`src/framer_pkg.sv`:
```
package framer_pkg;

    // Three-level select encodings; code 2'h3 is treated as HIGH, except by the status mode select, which treats it as MID.
    localparam logic [1:0] SEL_LOW = 2'h0;
    localparam logic [1:0] SEL_MID = 2'h1;
    localparam logic [1:0] SEL_HIGH = 2'h2;

    // Register byte offsets on the Avalon-MM slave.
    localparam logic [3:0] CTRL_OFS = 4'h0;
    localparam logic [3:0] STAT_OFS = 4'h4;
    localparam logic [3:0] MASK_OFS = 4'h8;
    localparam logic [3:0] ALIGN_OFS = 4'hc;

    // Status and mask bit positions.
    localparam int unsigned EV_TX_PAR_ERR = 0;
    localparam int unsigned EV_REALIGN = 1;
    localparam int unsigned EV_FRAME_HIT = 2;
    localparam int unsigned EV_COUNT = 3;

    // Field positions in the alignment status register.
    localparam int unsigned ALIGN_OFS_LSB = 0;
    localparam int unsigned ALIGN_LOCK_BIT = 4;

    // Framing patterns, first received bit in bit 9.
    localparam logic [9:0] K285_NEG = 10'h0fa;
    localparam logic [9:0] K285_POS = 10'h305;
    localparam logic [7:0] COMMA_NEG = 8'h3e;
    localparam logic [7:0] COMMA_POS = 8'hc1;

    // Receive status codes of the two reporting modes.
    localparam logic [2:0] ST_A_DATA = 3'h0;
    localparam logic [2:0] ST_A_HIT = 3'h1;
    localparam logic [2:0] ST_A_REALIGN = 3'h3;
    localparam logic [2:0] ST_B_DATA = 3'h0;
    localparam logic [2:0] ST_B_HIT = 3'h2;
    localparam logic [2:0] ST_B_REALIGN = 3'h5;

    // Framer defaults: window of five characters, four adjacent hits.
    localparam int unsigned WIN_CHARS_DEF = 5;
    localparam int unsigned ADJ_HITS_DEF = 4;

    // Configuration word; every select resets to MID, the floating level.
    typedef struct packed {
        logic [1:0] tx_encode_mode_sel;
        logic [1:0] decoder_mode_sel;
        logic [1:0] rx_status_mode_sel;
        logic [1:0] parity_control_sel;
        logic [1:0] reframe_mode_sel;
        logic [1:0] framing_char_sel;
    } ctrl_t;
    localparam logic [11:0] CTRL_RESET = 12'h555;

    // One parallel transmit character with its parity.
    typedef struct packed {
        logic tx_odd_parity_in;
        logic [1:0] tx_control_in;
        logic [7:0] data;
    } tx_word_t;

    // Framer result for one character time.
    typedef struct packed {
        logic [9:0] char_bits;
        logic valid;
        logic realign;
        logic hit;
        logic [3:0] offset;
        logic locked;
    } frame_out_t;

    typedef struct packed {
        logic [9:0] prev;
        logic [3:0] cand_off;
        logic cand_ok;
        logic [2:0] age;
        logic [2:0] run;
        frame_out_t out;
    } framer_state_t;

    typedef struct packed {
        ctrl_t ctrl;
        logic [EV_COUNT-1:0] status;
        logic [EV_COUNT-1:0] mask;
        logic [31:0] rdata;
        logic waitreq;
        logic [2:0] en_sync;
        logic reframe_enable;
        logic [7:0] rx_data;
        logic [2:0] rx_status_out;
        logic rx_odd_parity_out;
        logic rx_parity_oe_n;
        logic rx_valid;
        logic irq;
    } top_state_t;

endpackage

```
`src/parity_unit.sv`:
```
`timescale 1ns/1ps
`default_nettype none
module parity_unit import framer_pkg::*; (
    // Configuration.
    input wire logic [1:0] parity_control_sel_i,
    input wire logic enc_bypass_i,
    input wire logic dec_bypass_i,
    // Transmit character to check.
    input wire tx_word_t tx_word_i,
    // Receive character to cover.
    input wire logic [7:0] rx_data_i,
    input wire logic [2:0] rx_status_out_i,
    // Results.
    output logic tx_error_o,
    output logic rx_odd_parity_out_o,
    output logic rx_drive_o
);
    logic both_bypassed;
    logic [10:0] tx_bits;
    logic [10:0] rx_bits;

    // Odd parity: covered bits plus parity bit hold an odd count of ones.
    always_comb begin
        both_bypassed = enc_bypass_i && dec_bypass_i;
        tx_bits = {2'h0, tx_word_i.tx_odd_parity_in, tx_word_i.data};
        rx_bits = {3'h0, rx_data_i};
        if (parity_control_sel_i == SEL_MID && both_bypassed) begin
            tx_bits[10:9] = tx_word_i.tx_control_in;
            rx_bits[9:8] = rx_status_out_i[1:0];
        end else if (parity_control_sel_i != SEL_LOW && parity_control_sel_i != SEL_MID) begin
            tx_bits[10:9] = tx_word_i.tx_control_in;
            rx_bits[10:8] = rx_status_out_i;
        end
        rx_drive_o = parity_control_sel_i != SEL_LOW;
        tx_error_o = rx_drive_o && !(^tx_bits);
        rx_odd_parity_out_o = ~(^rx_bits);
    end
endmodule // parity_unit
`default_nettype wire

```
`src/framer_aligner.sv`:
```
`timescale 1ns/1ps
`default_nettype none
module framer_aligner import framer_pkg::*; #(
    parameter int unsigned WIN_CHARS = WIN_CHARS_DEF,
    parameter int unsigned ADJ_HITS = ADJ_HITS_DEF
) (
    // Clock and reset.
    input wire logic clk_sys_i,
    input wire logic rst_i,
    // Unaligned ten-bit words from the deserialiser.
    input wire logic [9:0] rx_bits_i,
    input wire logic rx_bits_valid_i,
    // Configuration.
    input wire logic reframe_enable_i,
    input wire logic [1:0] framing_char_sel_i,
    input wire logic [1:0] reframe_mode_sel_i,
    // Result.
    output frame_out_t frame_o
);
    // The age and run counters are three bits wide.
    if (WIN_CHARS < 2 || WIN_CHARS > 7 || ADJ_HITS < 2 || ADJ_HITS > 7) begin : g_check
        $error("framer_aligner: window or hit count out of range");
    end

    framer_state_t s;
    framer_state_t next_s;
    logic [19:0] win;
    logic [9:0] hit;

    assign win = {s.prev, rx_bits_i};

    // One comparator pair per bit offset of the two-word window.
    for (genvar k = 0; k < 10; k++) begin : g_off
        logic [9:0] w;
        assign w = win[19-k -: 10];
        assign hit[k] = (framing_char_sel_i == SEL_MID) ?
            (w[9:2] == COMMA_NEG || w[9:2] == COMMA_POS) :
            (w == K285_NEG || w == K285_POS);
    end

    always_comb begin
        logic [3:0] first;
        logic [2:0] age_now;
        logic [2:0] run_now;
        logic move;
        first = 4'h0;
        age_now = 3'(s.age + 3'h1);
        run_now = 3'h1;
        move = 1'b0;
        next_s = s;
        next_s.out.valid = 1'b0;
        next_s.out.realign = 1'b0;
        next_s.out.hit = 1'b0;
        for (int i = 9; i >= 0; i--) begin
            if (hit[i]) begin
                first = 4'(i);
            end
        end
        if (rx_bits_valid_i) begin
            next_s.prev = rx_bits_i;
            if (s.cand_ok && age_now > 3'(WIN_CHARS - 1)) begin
                next_s.cand_ok = 1'b0;
            end else begin
                next_s.age = age_now;
            end
            if (!reframe_enable_i) begin
                next_s.cand_ok = 1'b0;
                next_s.run = 3'h0;
            end else if (|hit) begin
                next_s.out.hit = 1'b1;
                unique case (reframe_mode_sel_i)
                    SEL_LOW: begin
                        move = 1'b1;
                    end
                    SEL_MID: begin
                        if (s.cand_ok && s.cand_off == first && age_now <= 3'(WIN_CHARS - 1)) begin
                            move = 1'b1;
                            next_s.cand_ok = 1'b0;
                        end else begin
                            next_s.cand_ok = 1'b1;
                            next_s.cand_off = first;
                            next_s.age = 3'h0;
                        end
                    end
                    default: begin
                        if (s.run != 3'h0 && s.cand_off == first) begin
                            run_now = 3'(s.run + 3'h1);
                        end
                        next_s.cand_off = first;
                        next_s.run = run_now;
                        if (run_now >= 3'(ADJ_HITS)) begin
                            move = 1'b1;
                            next_s.run = 3'h0;
                        end
                    end
                endcase
            end else begin
                next_s.run = 3'h0;
            end
            if (move) begin
                next_s.out.locked = 1'b1;
                if (first != s.out.offset) begin
                    next_s.out.offset = first;
                    next_s.out.realign = 1'b1;
                end
            end
            next_s.out.char_bits = win[19 - next_s.out.offset -: 10];
            // Multi-byte modes keep the character strobe phase; the low-latency
            // mode stretches it by one character time on each boundary move.
            next_s.out.valid = !(next_s.out.realign && reframe_mode_sel_i == SEL_LOW);
        end
    end

    always_ff @(posedge clk_sys_i) begin
        if (rst_i) begin
            s <= '0;
        end else begin
            s <= next_s;
        end
    end

    assign frame_o = s.out;
endmodule // framer_aligner
`default_nettype wire

```
`src/rx_framer_parity_control.sv`:
```
// Behaviour
// - Status mode select ignored when decoder bypassed.
// - Framing select MID: find both comma polarities.
// - Framing select HIGH: find both full symbols.
// - Reframe LOW: realign on every detection.
// - Low-latency realign stretches the character strobe.
// - Reframe MID: two hits within five characters.
// - Reframe HIGH: four adjacent hits, same offset.
// - Parity LOW: no check, parity pin undriven.
// - Parity MID, codecs on: eight data bits.
// - Parity MID, codecs bypassed: add control/status.
// - Parity HIGH: data, control, all status bits.
// - Boundaries move only while reframe enable high.
// - Decoder LOW: raw ten-bit characters delivered.
`timescale 1ns/1ps
`default_nettype none
module rx_framer_parity_control import framer_pkg::*; #(
    parameter int unsigned WIN_CHARS = WIN_CHARS_DEF,
    parameter int unsigned ADJ_HITS = ADJ_HITS_DEF
) (
    // Clock and reset.
    input wire logic clk_sys_i,
    input wire logic rst_i,
    // Avalon-MM register slave.
    input wire logic [3:0] avs_address_i,
    input wire logic avs_read_i,
    input wire logic avs_write_i,
    input wire logic [31:0] avs_writedata_i,
    input wire logic [3:0] avs_byteenable_i,
    output logic [31:0] avs_readdata_o,
    output logic avs_waitrequest_o,
    // Interrupt.
    output logic irq_o,
    // Reframe enable pin, asynchronous.
    input wire logic reframe_enable_i,
    // Serial receive path, one unaligned ten-bit word per strobe.
    input wire logic [9:0] rx_bits_i,
    input wire logic rx_bits_valid_i,
    // Parallel transmit interface from the host.
    input wire tx_word_t tx_word_i,
    input wire logic tx_valid_i,
    // Parallel receive interface to the host.
    output logic [7:0] rx_data_o,
    output logic [2:0] rx_status_out_o,
    output logic rx_valid_o,
    output logic rx_odd_parity_out_o,
    output logic rx_parity_oe_n_o
);
    top_state_t s;
    top_state_t next_s;
    frame_out_t frame;
    logic tx_error;
    logic rx_par;
    logic rx_drive;
    logic dec_bypass;
    logic enc_bypass;
    logic [7:0] next_rx_data;
    logic [2:0] next_rx_status;

    // Bypass flags follow from the codec selects.
    assign dec_bypass = s.ctrl.decoder_mode_sel == SEL_LOW;
    assign enc_bypass = s.ctrl.tx_encode_mode_sel == SEL_LOW;

    // The framer runs from the synchronised enable and the current selects.
    // Selects are assumed static while the link carries traffic, so no
    // attempt is made to flush partial hit counts when they change.
    framer_aligner #(
        .WIN_CHARS(WIN_CHARS),
        .ADJ_HITS(ADJ_HITS)
    ) u_framer (
        .clk_sys_i(clk_sys_i),
        .rst_i(rst_i),
        .rx_bits_i(rx_bits_i),
        .rx_bits_valid_i(rx_bits_valid_i),
        .reframe_enable_i(s.reframe_enable),
        .framing_char_sel_i(s.ctrl.framing_char_sel),
        .reframe_mode_sel_i(s.ctrl.reframe_mode_sel),
        .frame_o(frame)
    );

    // Receive character and status as they will leave on the next edge.
    // The symbol tables are outside this block, so in decoded modes the
    // low eight framed bits are passed on and the status carries framer
    // events coded per reporting mode.
    always_comb begin
        next_rx_data = frame.char_bits[7:0];
        next_rx_status = ST_A_DATA;
        if (dec_bypass) begin
            next_rx_status = {1'b0, frame.char_bits[9:8]};
        end else if (s.ctrl.rx_status_mode_sel == SEL_HIGH) begin
            if (frame.realign) begin
                next_rx_status = ST_B_REALIGN;
            end else if (frame.hit) begin
                next_rx_status = ST_B_HIT;
            end else begin
                next_rx_status = ST_B_DATA;
            end
        end else begin
            if (frame.realign) begin
                next_rx_status = ST_A_REALIGN;
            end else if (frame.hit) begin
                next_rx_status = ST_A_HIT;
            end else begin
                next_rx_status = ST_A_DATA;
            end
        end
    end

    // Parity covers the character that is about to be registered, so the
    // parity pin and the data pins change on the same edge.
    parity_unit u_parity (
        .parity_control_sel_i(s.ctrl.parity_control_sel),
        .enc_bypass_i(enc_bypass),
        .dec_bypass_i(dec_bypass),
        .tx_word_i(tx_word_i),
        .rx_data_i(next_rx_data),
        .rx_status_out_i(next_rx_status),
        .tx_error_o(tx_error),
        .rx_odd_parity_out_o(rx_par),
        .rx_drive_o(rx_drive)
    );

    // Byte-lane mask for register writes.
    function automatic logic [31:0] lane_mask(input logic [3:0] be);
        logic [31:0] m;
        m = '0;
        for (int b = 0; b < 4; b++) begin
            m[b*8 +: 8] = {8{be[b]}};
        end
        return m;
    endfunction

    // Register read multiplexer; unmapped offsets read as zero.
    function automatic logic [31:0] read_word(input top_state_t st, input frame_out_t fr, input logic [3:0] adr);
        logic [31:0] d;
        d = '0;
        unique case (adr)
            CTRL_OFS: d[11:0] = st.ctrl;
            STAT_OFS: d[EV_COUNT-1:0] = st.status;
            MASK_OFS: d[EV_COUNT-1:0] = st.mask;
            ALIGN_OFS: begin
                d[ALIGN_OFS_LSB +: 4] = fr.offset;
                d[ALIGN_LOCK_BIT] = fr.locked;
            end
            default: d = '0;
        endcase
        return d;
    endfunction

    always_comb begin
        logic req;
        logic take;
        logic [31:0] wmask;
        logic [EV_COUNT-1:0] events;
        logic [EV_COUNT-1:0] clr;
        req = avs_read_i || avs_write_i;
        take = req && !s.waitreq;
        wmask = lane_mask(avs_byteenable_i);
        events = '0;
        clr = '0;
        next_s = s;

        // Bus handshake: every request waits one cycle, then is taken on the
        // edge at which waitrequest is seen low. Read data is prepared during
        // the wait cycle so that it already stands when the edge arrives.
        if (req && s.waitreq) begin
            next_s.waitreq = 1'b0;
            next_s.rdata = avs_read_i ? read_word(s, frame, avs_address_i) : 32'h0;
        end else begin
            next_s.waitreq = 1'b1;
        end

        // Register writes honour byte enables.
        if (take && avs_write_i) begin
            unique case (avs_address_i)
                CTRL_OFS: begin
                    next_s.ctrl = (s.ctrl & ~wmask[11:0]) | (avs_writedata_i[11:0] & wmask[11:0]);
                end
                MASK_OFS: begin
                    next_s.mask = (s.mask & ~wmask[EV_COUNT-1:0]) |
                        (avs_writedata_i[EV_COUNT-1:0] & wmask[EV_COUNT-1:0]);
                end
                STAT_OFS: begin
                    clr = avs_writedata_i[EV_COUNT-1:0] & wmask[EV_COUNT-1:0];
                end
                default: begin
                end
            endcase
        end

        // Three-stage synchroniser for the reframe enable pin; a new level
        // counts only once the second and third stages agree.
        next_s.en_sync = {s.en_sync[1:0], reframe_enable_i};
        if (s.en_sync[1] == s.en_sync[2]) begin
            next_s.reframe_enable = s.en_sync[2];
        end

        // Sticky events: a new event wins over a write-one clear.
        events[EV_TX_PAR_ERR] = tx_valid_i && tx_error;
        events[EV_REALIGN] = frame.realign;
        events[EV_FRAME_HIT] = frame.hit;
        next_s.status = (s.status & ~clr) | events;
        next_s.irq = |(next_s.status & next_s.mask);

        // Receive output register, loaded once per framed character.
        next_s.rx_valid = frame.valid;
        if (frame.valid) begin
            next_s.rx_data = next_rx_data;
            next_s.rx_status_out = next_rx_status;
            next_s.rx_odd_parity_out = rx_drive ? rx_par : 1'b0;
        end
        // Output enable is active low: released at once when parity is off.
        next_s.rx_parity_oe_n = !rx_drive;
    end

    // All state registers on one edge; reset gives every select MID.
    always_ff @(posedge clk_sys_i) begin
        if (rst_i) begin
            s <= '0;
            s.ctrl <= CTRL_RESET;
            s.waitreq <= 1'b1;
            s.rx_parity_oe_n <= 1'b1;
        end else begin
            s <= next_s;
        end
    end

    // Every output comes straight from a state flip-flop.
    assign avs_readdata_o = s.rdata;
    assign avs_waitrequest_o = s.waitreq;
    assign irq_o = s.irq;
    assign rx_data_o = s.rx_data;
    assign rx_status_out_o = s.rx_status_out;
    assign rx_valid_o = s.rx_valid;
    assign rx_odd_parity_out_o = s.rx_odd_parity_out;
    assign rx_parity_oe_n_o = s.rx_parity_oe_n;
endmodule // rx_framer_parity_control
`default_nettype wire

```
`config.mk`:
```
export PLATFORM = sky130hd
export DESIGN_NAME = rx_framer_parity_control
export DESIGN_NICKNAME = d
export VERILOG_FILES = /design/src/framer_pkg.sv /design/src/parity_unit.sv /design/src/framer_aligner.sv /design/src/rx_framer_parity_control.sv
export SDC_FILE = /design/constraint.sdc
export NUM_CORES = 1
export LEC_CHECK = 0
export ABC_CLOCK_PERIOD_IN_PS = 10800
export BUFFER_PORTS_ARGS = -buffer_cell sky130_fd_sc_hd__buf_2
export CORE_ASPECT_RATIO = 0.8
export CORE_MARGIN = 3
export CORE_UTILIZATION = 55
export CTS_CLUSTER_DIAMETER = 80
export DETAILED_ROUTE_END_ITERATION = 8
export PLACE_DENSITY = 0.83
export SLEW_MARGIN = 10
export SYNTH_ARGS = -nofsm -noshare
export SYNTH_HDL_FRONTEND = slang
export SYNTH_SLANG_ARGS = --single-unit
export TNS_END_PERCENT = 1
```
`constraint.sdc`:
```
create_clock -name clk_sys_i -period 10.8 [get_ports clk_sys_i]
set_input_delay 2.16 -clock clk_sys_i [delete_from_list [all_inputs] [get_ports clk_sys_i]]
set_output_delay 2.16 -clock clk_sys_i [all_outputs]
set_load 0.05 [all_outputs]
```
==> flow_metrics.env, run 1 <==
export IMPL_required_ns=11.05
export IMPL_cts_repair_resized=0
export IMPL_drtIter0Drc=818
export IMPL_vdd_drop_max_mv=0.0852
export IMPL_grt_max_degree=91
export IMPL_synth_most_common_cell="nor2_1"
export IMPL_ys_types=86
export IMPL_vias=6212
export IMPL_dp_cells=936
export IMPL_routedWlPerCell_um=18.0
export IMPL_relSlewSlack_pct=33.9
export IMPL_drive_gt1_share_pct=15.5
export IMPL_fin_crit_ns=7.60
export IMPL_path_max_fanout=24
export IMPL_fp_dieArea_um2=13100
export IMPL_synth_ff_type="dfxtp_1"
export IMPL_clock_latency_ns=0.35
export IMPL_cp_slowest_cell="ha_1"
export IMPL_ys_seq_elements=89
export IMPL_synth_avg_cell_area_um2=8.12
export IMPL_powerDensity_nw_per_um2=123
export IMPL_leakagePower_nw=2.81
export IMPL_crit_path_end_kind="flip-flop"
export IMPL_vias_per_cell=6.53
export IMPL_finalCritPeriodShare_pct=70.4
export IMPL_status="completed"
export IMPL_path_cells="buf_2 -> or3b_1 -> a2111oi_1 -> a41oi_1 -> a311oi_1 -> a31oi_1 -> o32ai_4 -> a41oi_4 -> a21oi_2 -> mux2_2 -> inv_1 -> ha_1 -> inv_1 -> nor2_1 -> nand2_1 -> o221a_2 -> a311oi_1"
export IMPL_dp_hpwl_mm=11.9
export IMPL_ios=116
export IMPL_clk_pin_slew_ns=0.07
export IMPL_cts_buffers=9
export IMPL_grt_pass1_vias=5482
export IMPL_grt_pass1_wl_mm=27.6
export IMPL_ys_top_cells_by_area="dfxtp_1, mux2i_1, nor2_1"
export IMPL_holdCritStartpoint="s[18]$_SDFF_PP0_"
export IMPL_ant_nets=0
export IMPL_cts_setup_buffers=0
export IMPL_fin_cells=952
export IMPL_start_util_pct=57.9
export IMPL_rows=34
export IMPL_io_buffers=73
export IMPL_crit_start="rx_bits_i[8]"
export IMPL_route_detailed_drc=0
export IMPL_synth_cells=795
export IMPL_die_y_um=103
export IMPL_finClkSkew_ns=0.0100
export IMPL_dr_pass1_iters=5
export IMPL_netlist_area_um2=6460
export IMPL_slowest_delay_ns=0.58
export IMPL_cts_root_buffer="clkbuf_16"
export IMPL_hold_path_class="flip-flop to flip-flop"
export IMPL_synth_edf_count=0
export IMPL_cts_tree="built"
export IMPL_setup_viol=0
export IMPL_final_nets=876
export IMPL_grt_usage_pct=25.9
export IMPL_core_area_um2=11100
export IMPL_synthArstFlopShare_pct=0
export IMPL_num_antenna_cells=0
export IMPL_cp_start_kind="input port"
export IMPL_yosys_area_top_type="dfxtp_1"
export IMPL_holdBufCountCts=0
export IMPL_maxCapViolCount=0
export IMPL_fp_dieW_um=127
export IMPL_htree_levels=3
export IMPL_arrival_ns=7.86
export IMPL_tightest_slew_ns=0.983
export IMPL_yosysSeqAreaShare_pct=27.6
export IMPL_grt_setup_unrepaired="false"
export IMPL_clock_sinks=89
export IMPL_fin_setup_tns_ns=0
export IMPL_critPathKind="input port to flip-flop"
export IMPL_hold_viol_final=0
export IMPL_place_congestion=0.954
export IMPL_final_max_slew_violation_count=0
export IMPL_yosys_warnings=0
export IMPL_routed_wl_mm=17.2
export IMPL_grt_overflow_total=0
export IMPL_antenna_found_initial=0
export IMPL_clock_path_buffers=2
export IMPL_fmax_ghz=0.131
export IMPL_area_growth_pct=6.16
export IMPL_synth_common_cells="nor2_1, dfxtp_1, mux2i_1"
export IMPL_post_synth_top_area_fraction_pct=27.6
[final timing paths]
kind / end / slack [ns] / depth (start not counted)
max: u_framer.frame_o[14]$_SDFFE_PP0P_ / 3.20 / 17
min: s[15]$_SDFFE_PP0N_ / 0.46 / 2
max reg2reg: u_framer.frame_o[14]$_SDFFE_PP0P_ / 4.44 / 16
min reg2reg: s[15]$_SDFFE_PP0N_ / 0.46 / 2
[layout make-up]
| type | count | area (µm²) |
|---|---|---|
| Fill cell | 972 | 4290 |
| Timing Repair Buffer | 78 | 403 |
| Tap cell | 144 | 180 |
| Clock inverter | 7 | 71.3 |
| Multi-Input combinational cell | 609 | 4130 |
| Sequential cell | 89 | 1780 |
| Inverter | 16 | 60.1 |
| Clock buffer | 9 | 225 |
[per-layer routing]
layer | global-route usage, % | wire [µm] | part of all wire [%] | vias to the layer above
met5 | 0 | 0 | 0 | -
met4 | 8.49 | 379 | 2.2 | 0
met3 | 4.61 | 1630 | 9.5 | 50
met2 | 39.4 | 7470 | 44 | 360
met1 | 37.4 | 7670 | 45 | 2885
li1 | - | - | - | 2917
[metrics by stage]
step | setup slack, ns | power (mW) | util, % | hold WS, ns | area [µm²]
6_report | 3.20 | 0.844 | 61.5 | 0.457 | 6850
5_1_grt | 2.77 | 0.880 | 61.5 | 0.472 | 6850
4_1_cts | 3.40 | 0.844 | 61.5 | 0.457 | 6850
3_5_place_dp | 3.03 | 0.535 | 58.8 | 0.448 | 6560
3_3_place_gp | 3.15 | 0.533 | 58.8 | 0.428 | 6560
2_1_floorplan | 4.29 | 0.502 | - | 0.414 | 6530
[logic make-up after synthesis]
kind of cell,share of synthesized area (%)
xor gates and xnor gates,2.98
buffers and inverters,9.61
AOI/OAI and AO/OA,23.8
other,0.0581
DFF,27.6
muxes,11.1
adders and majority gates,0.969
and+or+nand+nor,23.9
[worst max-delay path, delay by kind of cell]
kind | cells | cell delay (ns)
AND/OR/NAND/NOR | 3 | 0.84
buffers and inverters | 3 | 1.11
adder cells (fa/ha/maj) | 1 | 0.58
multiplexers | 1 | 0.54
AO/OA/AOI/OAI | 9 | 2.61
[where the power goes]
part	switching [mW]	total [mW]	internal (mW)
Sequential	0.0179	0.357	0.340
Clock	0.147	0.310	0.162
Combinational	0.114	0.176	0.0620
[placed cells by master (no fill, tap or decap), types with 11 or more instances in the layout]
master | Yosys | final
inv_1 | 16 | 16
and3_1 | 14 | 14
mux2i_1 | 53 | 53
nand3_1 | 14 | 14
dfxtp_1 | 89 | 89
nand2b_1 | 23 | 23
nor2_1 | 103 | 103
a22oi_1 | 20 | 20
o21ai_0 | 26 | 26
conb_1 | 1 | 20
a21oi_1 | 34 | 34
nor3_1 | 20 | 20
nand2_1 | 47 | 47
a31oi_1 | 14 | 14
xnor2_1 | 20 | 20
a2111oi_0 | 11 | 11
buf_2 | 13 | 73
Power figures use the tool's default switching activity.
==> run 2, diff against run 1 <==
--- a/config.mk
+++ b/config.mk
@@ -5,7 +5,8 @@
 export SDC_FILE = /design/constraint.sdc
 export NUM_CORES = 1
 export LEC_CHECK = 0
-export ABC_CLOCK_PERIOD_IN_PS = 10800
+export ABC_AREA = 1
+export ABC_CLOCK_PERIOD_IN_PS = 7100
 export BUFFER_PORTS_ARGS = -buffer_cell sky130_fd_sc_hd__buf_2
 export CORE_ASPECT_RATIO = 0.8
 export CORE_MARGIN = 3
==> constraint.sdc (replaced) <==
create_clock -name clk_sys_i -period 7.1 [get_ports clk_sys_i]
set_input_delay 1.42 -clock clk_sys_i [delete_from_list [all_inputs] [get_ports clk_sys_i]]
set_output_delay 1.42 -clock clk_sys_i [all_outputs]
set_load 0.05 [all_outputs]
==> run 2 against run 1 <==
  * Critical path depth rose by 8
  * Routed wire length fell by 7.8%
  * Sequential cell count did not move
  * Largest power group unchanged
==> flow_metrics.env, run 2 <==
export IMPL_vias_per_cell=5.45
export IMPL_status="completed"
export IMPL_vias=6194
export IMPL_synth_common_cells="nand2_1, nand3_1, nor2_1"
export IMPL_synth_simple_area_share_pct=38.4
export IMPL_ys_types=40
export IMPL_hold_path_class="flip-flop to flip-flop"
export IMPL_cts_tree="built"
export IMPL_hold_viol_final=0
export IMPL_synth_xor_xnor_area_share_pct=3.33
export IMPL_final_cell_mix="nand2_1, nand3_1, nor2_1"
export IMPL_arrival_ns=5.60
export IMPL_clock_latency_ns=0.34
export IMPL_final_nets=1065
export IMPL_netlist_area_um2=6040
export IMPL_cp_top_family="simple AND/OR/NAND/NOR gates"
export IMPL_cts_buffers=9
export IMPL_place_congestion=1.01
export IMPL_synth_compound_area_share_pct=12.8
export IMPL_area_growth_pct=6.59
export IMPL_dp_hpwl_mm=12.0
export IMPL_clock_sinks=89
export IMPL_antenna_found_initial=0
export IMPL_clk_pin_slew_ns=0.07
export IMPL_synth_cells=961
export IMPL_finClkSkew_ns=0.00672
export IMPL_crit_path_end_kind="flip-flop"
export IMPL_drtIter0Drc=731
export IMPL_ant_nets=0
export IMPL_rrSetupSlack_ns=2.26
export IMPL_rows=33
export IMPL_synthArstFlopShare_pct=0
export IMPL_synth_avg_cell_area_um2=6.29
export IMPL_critPathKind="input port to flip-flop"
export IMPL_cts_root_buffer="clkbuf_16"
export IMPL_fin_ws_ns=1.79
export IMPL_start_util_pct=57.6
export IMPL_die_y_um=99.7
export IMPL_route_detailed_drc=0
export IMPL_grt_pass1_vias=5495
export IMPL_vdd_drop_max_mv=0.170
export IMPL_path_max_fanout=16
export IMPL_synth_edf_count=0
export IMPL_clock_path_buffers=2
export IMPL_cts_setup_buffers=0
export IMPL_crit_top_cell="nand3_1"
export IMPL_crit_end="u_framer.frame_o[11]$_SDFFE_PP0P_"
export IMPL_fp_dieW_um=123
export IMPL_synth_most_common_cell="nand2_1"
export IMPL_cp_slowest_cell="ha_1"
export IMPL_maxCapViolCount=0
export IMPL_cts_repair_resized=0
export IMPL_leakagePower_nw=3.02
export IMPL_yosys_area_top_type="dfxtp_1"
export IMPL_worst_path_stages=25
export IMPL_reg2reg_depth=24
export IMPL_fin_hold_ws_ns=0.418
export IMPL_grt_setup_unrepaired="false"
export IMPL_holdBufCountCts=0
export IMPL_core_area_um2=10500
export IMPL_relSlewSlack_pct=39.0
export IMPL_htree_levels=3
export IMPL_synthAdderAreaFrac_pct=1.04
export IMPL_fp_dieArea_um2=12300
export IMPL_reg2reg_to="u_framer.frame_o[11]$_SDFFE_PP0P_"
export IMPL_ios=116
export IMPL_num_antenna_cells=0
export IMPL_grt_overflow_total=0
export IMPL_yosys_warnings=0
export IMPL_grt_usage_pct=25.7
export IMPL_cp_num_buf_inv=4
export IMPL_powerDensity_nw_per_um2=187
export IMPL_synth_top_family_by_area="simple AND/OR/NAND/NOR gates"
export IMPL_routed_wl_mm=15.8
export IMPL_slowest_delay_ns=0.50
export IMPL_ys_top_cells_by_area="dfxtp_1, nand2_1, nand3_1"
export IMPL_final_max_slew_violation_count=0
export IMPL_io_buffers=73
export IMPL_yosysSeqAreaShare_pct=29.5
export IMPL_synth_area_mux_share_pct=0
export IMPL_final_common_cell="nand2_1"
export IMPL_finalCritPeriodShare_pct=74.8
export IMPL_setup_viol=0
export IMPL_fin_setup_tns_ns=0
export IMPL_post_synth_top_area_fraction_pct=29.5
export IMPL_drive_gt1_share_pct=12.8
export IMPL_grt_pass1_wl_mm=25.8
export IMPL_dp_slack_ns=1.56
export IMPL_fin_crit_ns=5.31
export IMPL_fmax_ghz=0.188
export IMPL_synth_ff_type="dfxtp_1"
export IMPL_required_ns=7.39
export IMPL_grt_max_degree=42
export IMPL_crit_start="rx_bits_i[9]"
export IMPL_ys_seq_elements=89
export IMPL_cp_start_kind="input port"
export IMPL_dr_pass1_iters=5
export IMPL_tightest_slew_ns=0.914
export IMPL_routedWlPerCell_um=13.9
export IMPL_r2r_start="u_framer.g_off[0].w[0]$_SDFFE_PP0P_"
-- run 2: layout make-up --
class                      count  area [µm²]
clock buffer                  10         239
clock inverter                 6        65.1
fill                        1025        4050
inverter                      98         375
multi-input combinational    720        3430
sequential                    89        1780
tap                          140         175
timing repair buffer          74         373
-- run 2: worst min-delay path, stage by stage, from the launching register on --
cell and delay, ns:
dfxtp_1 0.30, inv_1 0.04, nor2_1 0.03
-- run 2: worst min-delay path by stage --
| stage | slack [ns] | endpoint | start | cells past startpoint |
|---|---|---|---|---|
| after global routing | 0.45 | next_s[18]$_SDFF_PP0_ | next_s[17]$_SDFF_PP0_ | 2 |
| after global placement | 0.39 | next_s[18]$_SDFF_PP0_ | next_s[17]$_SDFF_PP0_ | 2 |
| after floorplan | 0.39 | next_s[18]$_SDFF_PP0_ | next_s[17]$_SDFF_PP0_ | 2 |
| after CTS | 0.42 | next_s[18]$_SDFF_PP0_ | next_s[17]$_SDFF_PP0_ | 2 |
| after detailed placement | 0.40 | next_s[18]$_SDFF_PP0_ | next_s[17]$_SDFF_PP0_ | 2 |
| final | 0.42 | next_s[18]$_SDFF_PP0_ | next_s[17]$_SDFF_PP0_ | 2 |
-- run 2: logic make-up after synthesis --
family                   Yosys count
buffers and inverters            171
adder cells (fa/ha/maj)            5
AO/OA/AOI/OAI                    135
flip-flops                        89
XOR/XNOR                          23
AND/OR/NAND/NOR                  537
other                              1
-- run 2: where the power goes --
part           total [mW]  switching, mW  internal, mW
logic               0.192          0.137        0.0546
clock network       0.486          0.203         0.283
registers           0.529         0.0136         0.515
total                1.21          0.354         0.853
-- run 2: routing by layer --
| metal | track usage, % | up-vias | routed length (µm) |
|---|---|---|---|
| li1 | - | 3129 | - |
| met1 | 37.3 | 2778 | 7330 |
| met2 | 39.1 | 265 | 6910 |
| met3 | 5.86 | 22 | 1360 |
| met4 | 5.36 | 0 | 217 |
| met5 | 0 | - | 0 |
-- run 2: per-stage QoR --
step	std cells	util (%)	instance area, µm²	total power [mW]
after floorplan	980	-	6110	0.696
after global placement	1121	58.5	6140	0.726
after detailed placement	1121	58.5	6140	0.729
after CTS	1137	61.4	6440	1.21
after global routing	1137	61.4	6440	1.25
final	1137	61.4	6440	1.21
==> run 3, diff against run 2 <==
--- a/config.mk
+++ b/config.mk
@@ -6,7 +6,7 @@
 export NUM_CORES = 1
 export LEC_CHECK = 0
 export ABC_AREA = 1
-export ABC_CLOCK_PERIOD_IN_PS = 7100
+export ABC_CLOCK_PERIOD_IN_PS = 5270
 export BUFFER_PORTS_ARGS = -buffer_cell sky130_fd_sc_hd__buf_2
 export CORE_ASPECT_RATIO = 0.8
 export CORE_MARGIN = 3
==> constraint.sdc (replaced) <==
create_clock -name clk_sys_i -period 5.27 [get_ports clk_sys_i]
set_input_delay 1.054 -clock clk_sys_i [delete_from_list [all_inputs] [get_ports clk_sys_i]]
set_output_delay 1.054 -clock clk_sys_i [all_outputs]
set_load 0.05 [all_outputs]
==> run 3 against run 2 <==
  * Setup slack got worse by 1.2 ns
  * Cell count is 0.53% higher
  * First-iteration DRC count is 4.0% lower
  * Register-to-register slack got worse by 1.6 ns
  * Sequential cell count unchanged
  * Non-clock buffer count rose by 6
  * Cell area about the same
  * Hold slack barely moved
  * Via count rose by 0.57%
  * Highest routed layer unchanged
==> flow_metrics.env, run 3 (same netlist as run 2, synthesis figures left out) <==
export IMPL_num_antenna_cells=0
export IMPL_cts_buffers=9
export IMPL_final_max_slew_violation_count=0
export IMPL_setup_viol=0
export IMPL_fp_dieW_um=123
export IMPL_routedWlPerCell_um=13.6
export IMPL_internal_power_mw=1.09
export IMPL_dp_hpwl_mm=11.8
export IMPL_seqPwrFrac_pct=45.9
export IMPL_arrival_ns=4.94
export IMPL_finalCritPeriodShare_pct=88.6
export IMPL_grt_pass1_vias=5359
export IMPL_io_buffers=73
export IMPL_final_cell_mix="nand2_1, nand3_1, nor2_1"
export IMPL_ios=116
export IMPL_hold_viol_final=0
export IMPL_vias=6229
export IMPL_antenna_found_initial=0
export IMPL_cts_tree="built"
export IMPL_rrSetupSlack_ns=0.67
export IMPL_drive_gt1_share_pct=13.2
export IMPL_drtIter0Drc=702
export IMPL_die_y_um=99.7
export IMPL_cp_slowest_cell="o21ai_0"
export IMPL_critPathKind="input port to flip-flop"
export IMPL_p_clk_share_pct=37.5
export IMPL_p_sw_mw=0.465
export IMPL_required_ns=5.55
export IMPL_start_util_pct=57.6
export IMPL_tightest_slew_ns=0.884
export IMPL_htree_levels=3
export IMPL_fin_crit_ns=4.67
export IMPL_cp_top_family="simple AND/OR/NAND/NOR gates"
export IMPL_grt_setup_unrepaired="false"
export IMPL_place_congestion=1.00
export IMPL_clock_latency_ns=0.34
export IMPL_dr_pass1_iters=5
export IMPL_crit_path_end_kind="flip-flop"
export IMPL_core_area_um2=10500
export IMPL_clock_sinks=89
export IMPL_num_fill_cells=1011
export IMPL_holdBufCountCts=0
export IMPL_fp_dieArea_um2=12300
export IMPL_rows=33
export IMPL_status="completed"
export IMPL_routed_wl_mm=15.5
export IMPL_power_frac_comb_pct=16.6
export IMPL_cts_setup_buffers=0
export IMPL_clock_path_buffers=2
export IMPL_cp_start_kind="input port"
export IMPL_vias_per_cell=5.45
export IMPL_path_cells="buf_2 -> inv_4 -> nand2_1 -> nor2_1 -> nand3_1 -> nand3_1 -> nand2_2 -> nand2_1 -> nor2_1 -> nand3_1 -> nand2_1 -> nand3_1 -> nor2_1 -> nand4_2 -> a21oi_4 -> nand2_4 -> o21ai_0 -> ha_1 -> inv_1 -> nor2_1 -> a21boi_0 -> a21oi_1 -> a21oi_1"
export IMPL_final_nets=1071
export IMPL_maxCapViolCount=0
export IMPL_area_growth_pct=6.67
export IMPL_fin_setup_tns_ns=0
export IMPL_grt_overflow_total=0
export IMPL_powerDensity_nw_per_um2=241
export IMPL_fin_hold_ws_ns=0.418
export IMPL_final_common_cell="nand2_1"
export IMPL_cts_root_buffer="clkbuf_16"
export IMPL_route_detailed_drc=0
export IMPL_ant_nets=0
export IMPL_relSlewSlack_pct=41.0
export IMPL_grt_max_degree=42
export IMPL_clk_pin_slew_ns=0.06
export IMPL_sw_frac_of_total_pct=30.0
export IMPL_leakagePower_nw=3.03
export IMPL_slowest_delay_ns=0.52
export IMPL_finClkSkew_ns=0.00476
export IMPL_hold_path_class="flip-flop to flip-flop"
export IMPL_grt_pass1_wl_mm=25.4
export IMPL_cts_repair_resized=0
export IMPL_fmax_ghz=0.214
export IMPL_vdd_drop_max_mv=0.186
export IMPL_path_max_fanout=12
export IMPL_grt_usage_pct=25.3
export IMPL_cp_num_buf_inv=3
## run 3: cell count changes in the layout (fill, tap and decap cells not counted), sizes merged
| cell | previous run | this run |
|---|---|---|
| clkbuf | 10 | 11 |
| buf | 74 | 80 |
| bufinv | 1 | 0 |
## run 3: through the flow
| step | cell area [µm²] | std cells | worst slack [ns] | power, mW | util [%] |
|---|---|---|---|---|---|
| after floorplan | 6110 | 980 | 0.919 | 0.937 | - |
| after global placement | 6180 | 1127 | 0.494 | 0.978 | 58.9 |
| after detailed placement | 6180 | 1127 | 0.436 | 0.981 | 58.9 |
| after CTS | 6440 | 1143 | 0.757 | 1.56 | 61.5 |
| after global routing | 6440 | 1143 | 0.338 | 1.61 | 61.5 |
| final | 6440 | 1143 | 0.602 | 1.55 | 61.5 |
## run 3: final cells by class
type / count / area, µm² / share of cell area, %
Clock buffer: 11 / 233 / 3.61
Tap cell: 140 / 175 / 2.72
Inverter: 98 / 375 / 5.82
Sequential cell: 89 / 1780 / 27.6
Timing Repair Buffer: 80 / 418 / 6.48
Multi-Input combinational cell: 720 / 3430 / 53.2
Clock inverter: 5 / 31.3 / 0.485
## run 3: power groups by stage
stage / logic (mW) / registers, mW / clock network [mW]
final: 0.258 / 0.713 / 0.581
after global placement: 0.252 / 0.727 / 0
after detailed placement: 0.254 / 0.727 / 0
after global routing: 0.284 / 0.715 / 0.614
after CTS: 0.255 / 0.712 / 0.587
after floorplan: 0.210 / 0.727 / 0
## run 3: worst register-to-register path, stage by stage (launching register included)
cell and delay, ns:
dfxtp_1 0.59, inv_1 0.27, nand2_1 0.19, nor2_1 0.07
nand3_1 0.07, nand3_1 0.08, nand2_2 0.12, nand2_1 0.11
nor2_1 0.11, nand3_1 0.16, nand2_1 0.12, nand3_1 0.07
nor2_1 0.13, nand4_2 0.18, a21oi_4 0.25, nand2_4 0.16
o21ai_0 0.52, ha_1 0.42, inv_1 0.20, nor2_1 0.23
a21boi_0 0.22, a21oi_1 0.13, a21oi_1 0.15
## run 3: worst paths after layout
path                                        from                                end  depth (start not counted)
max                                 rx_bits_i[9]  u_framer.frame_o[15]$_SDFFE_PP0P_                         23
min                        next_s[17]$_SDFF_PP0_              next_s[18]$_SDFF_PP0_                          2
max reg2reg  u_framer.g_off[0].w[0]$_SDFFE_PP0P_  u_framer.frame_o[15]$_SDFFE_PP0P_                         22
min reg2reg                next_s[17]$_SDFF_PP0_              next_s[18]$_SDFF_PP0_                          2
## run 3: per-layer routing
| metal | up-vias | track usage (%) | wire length (µm) |
|---|---|---|---|
| met1 | 2771 | 37.7 | 7200 |
| li1 | 3151 | - | - |
| met5 | - | 0 | 0 |
| met4 | 0 | 6.13 | 153 |
| met2 | 287 | 37.6 | 6760 |
| met3 | 20 | 4.66 | 1420 |
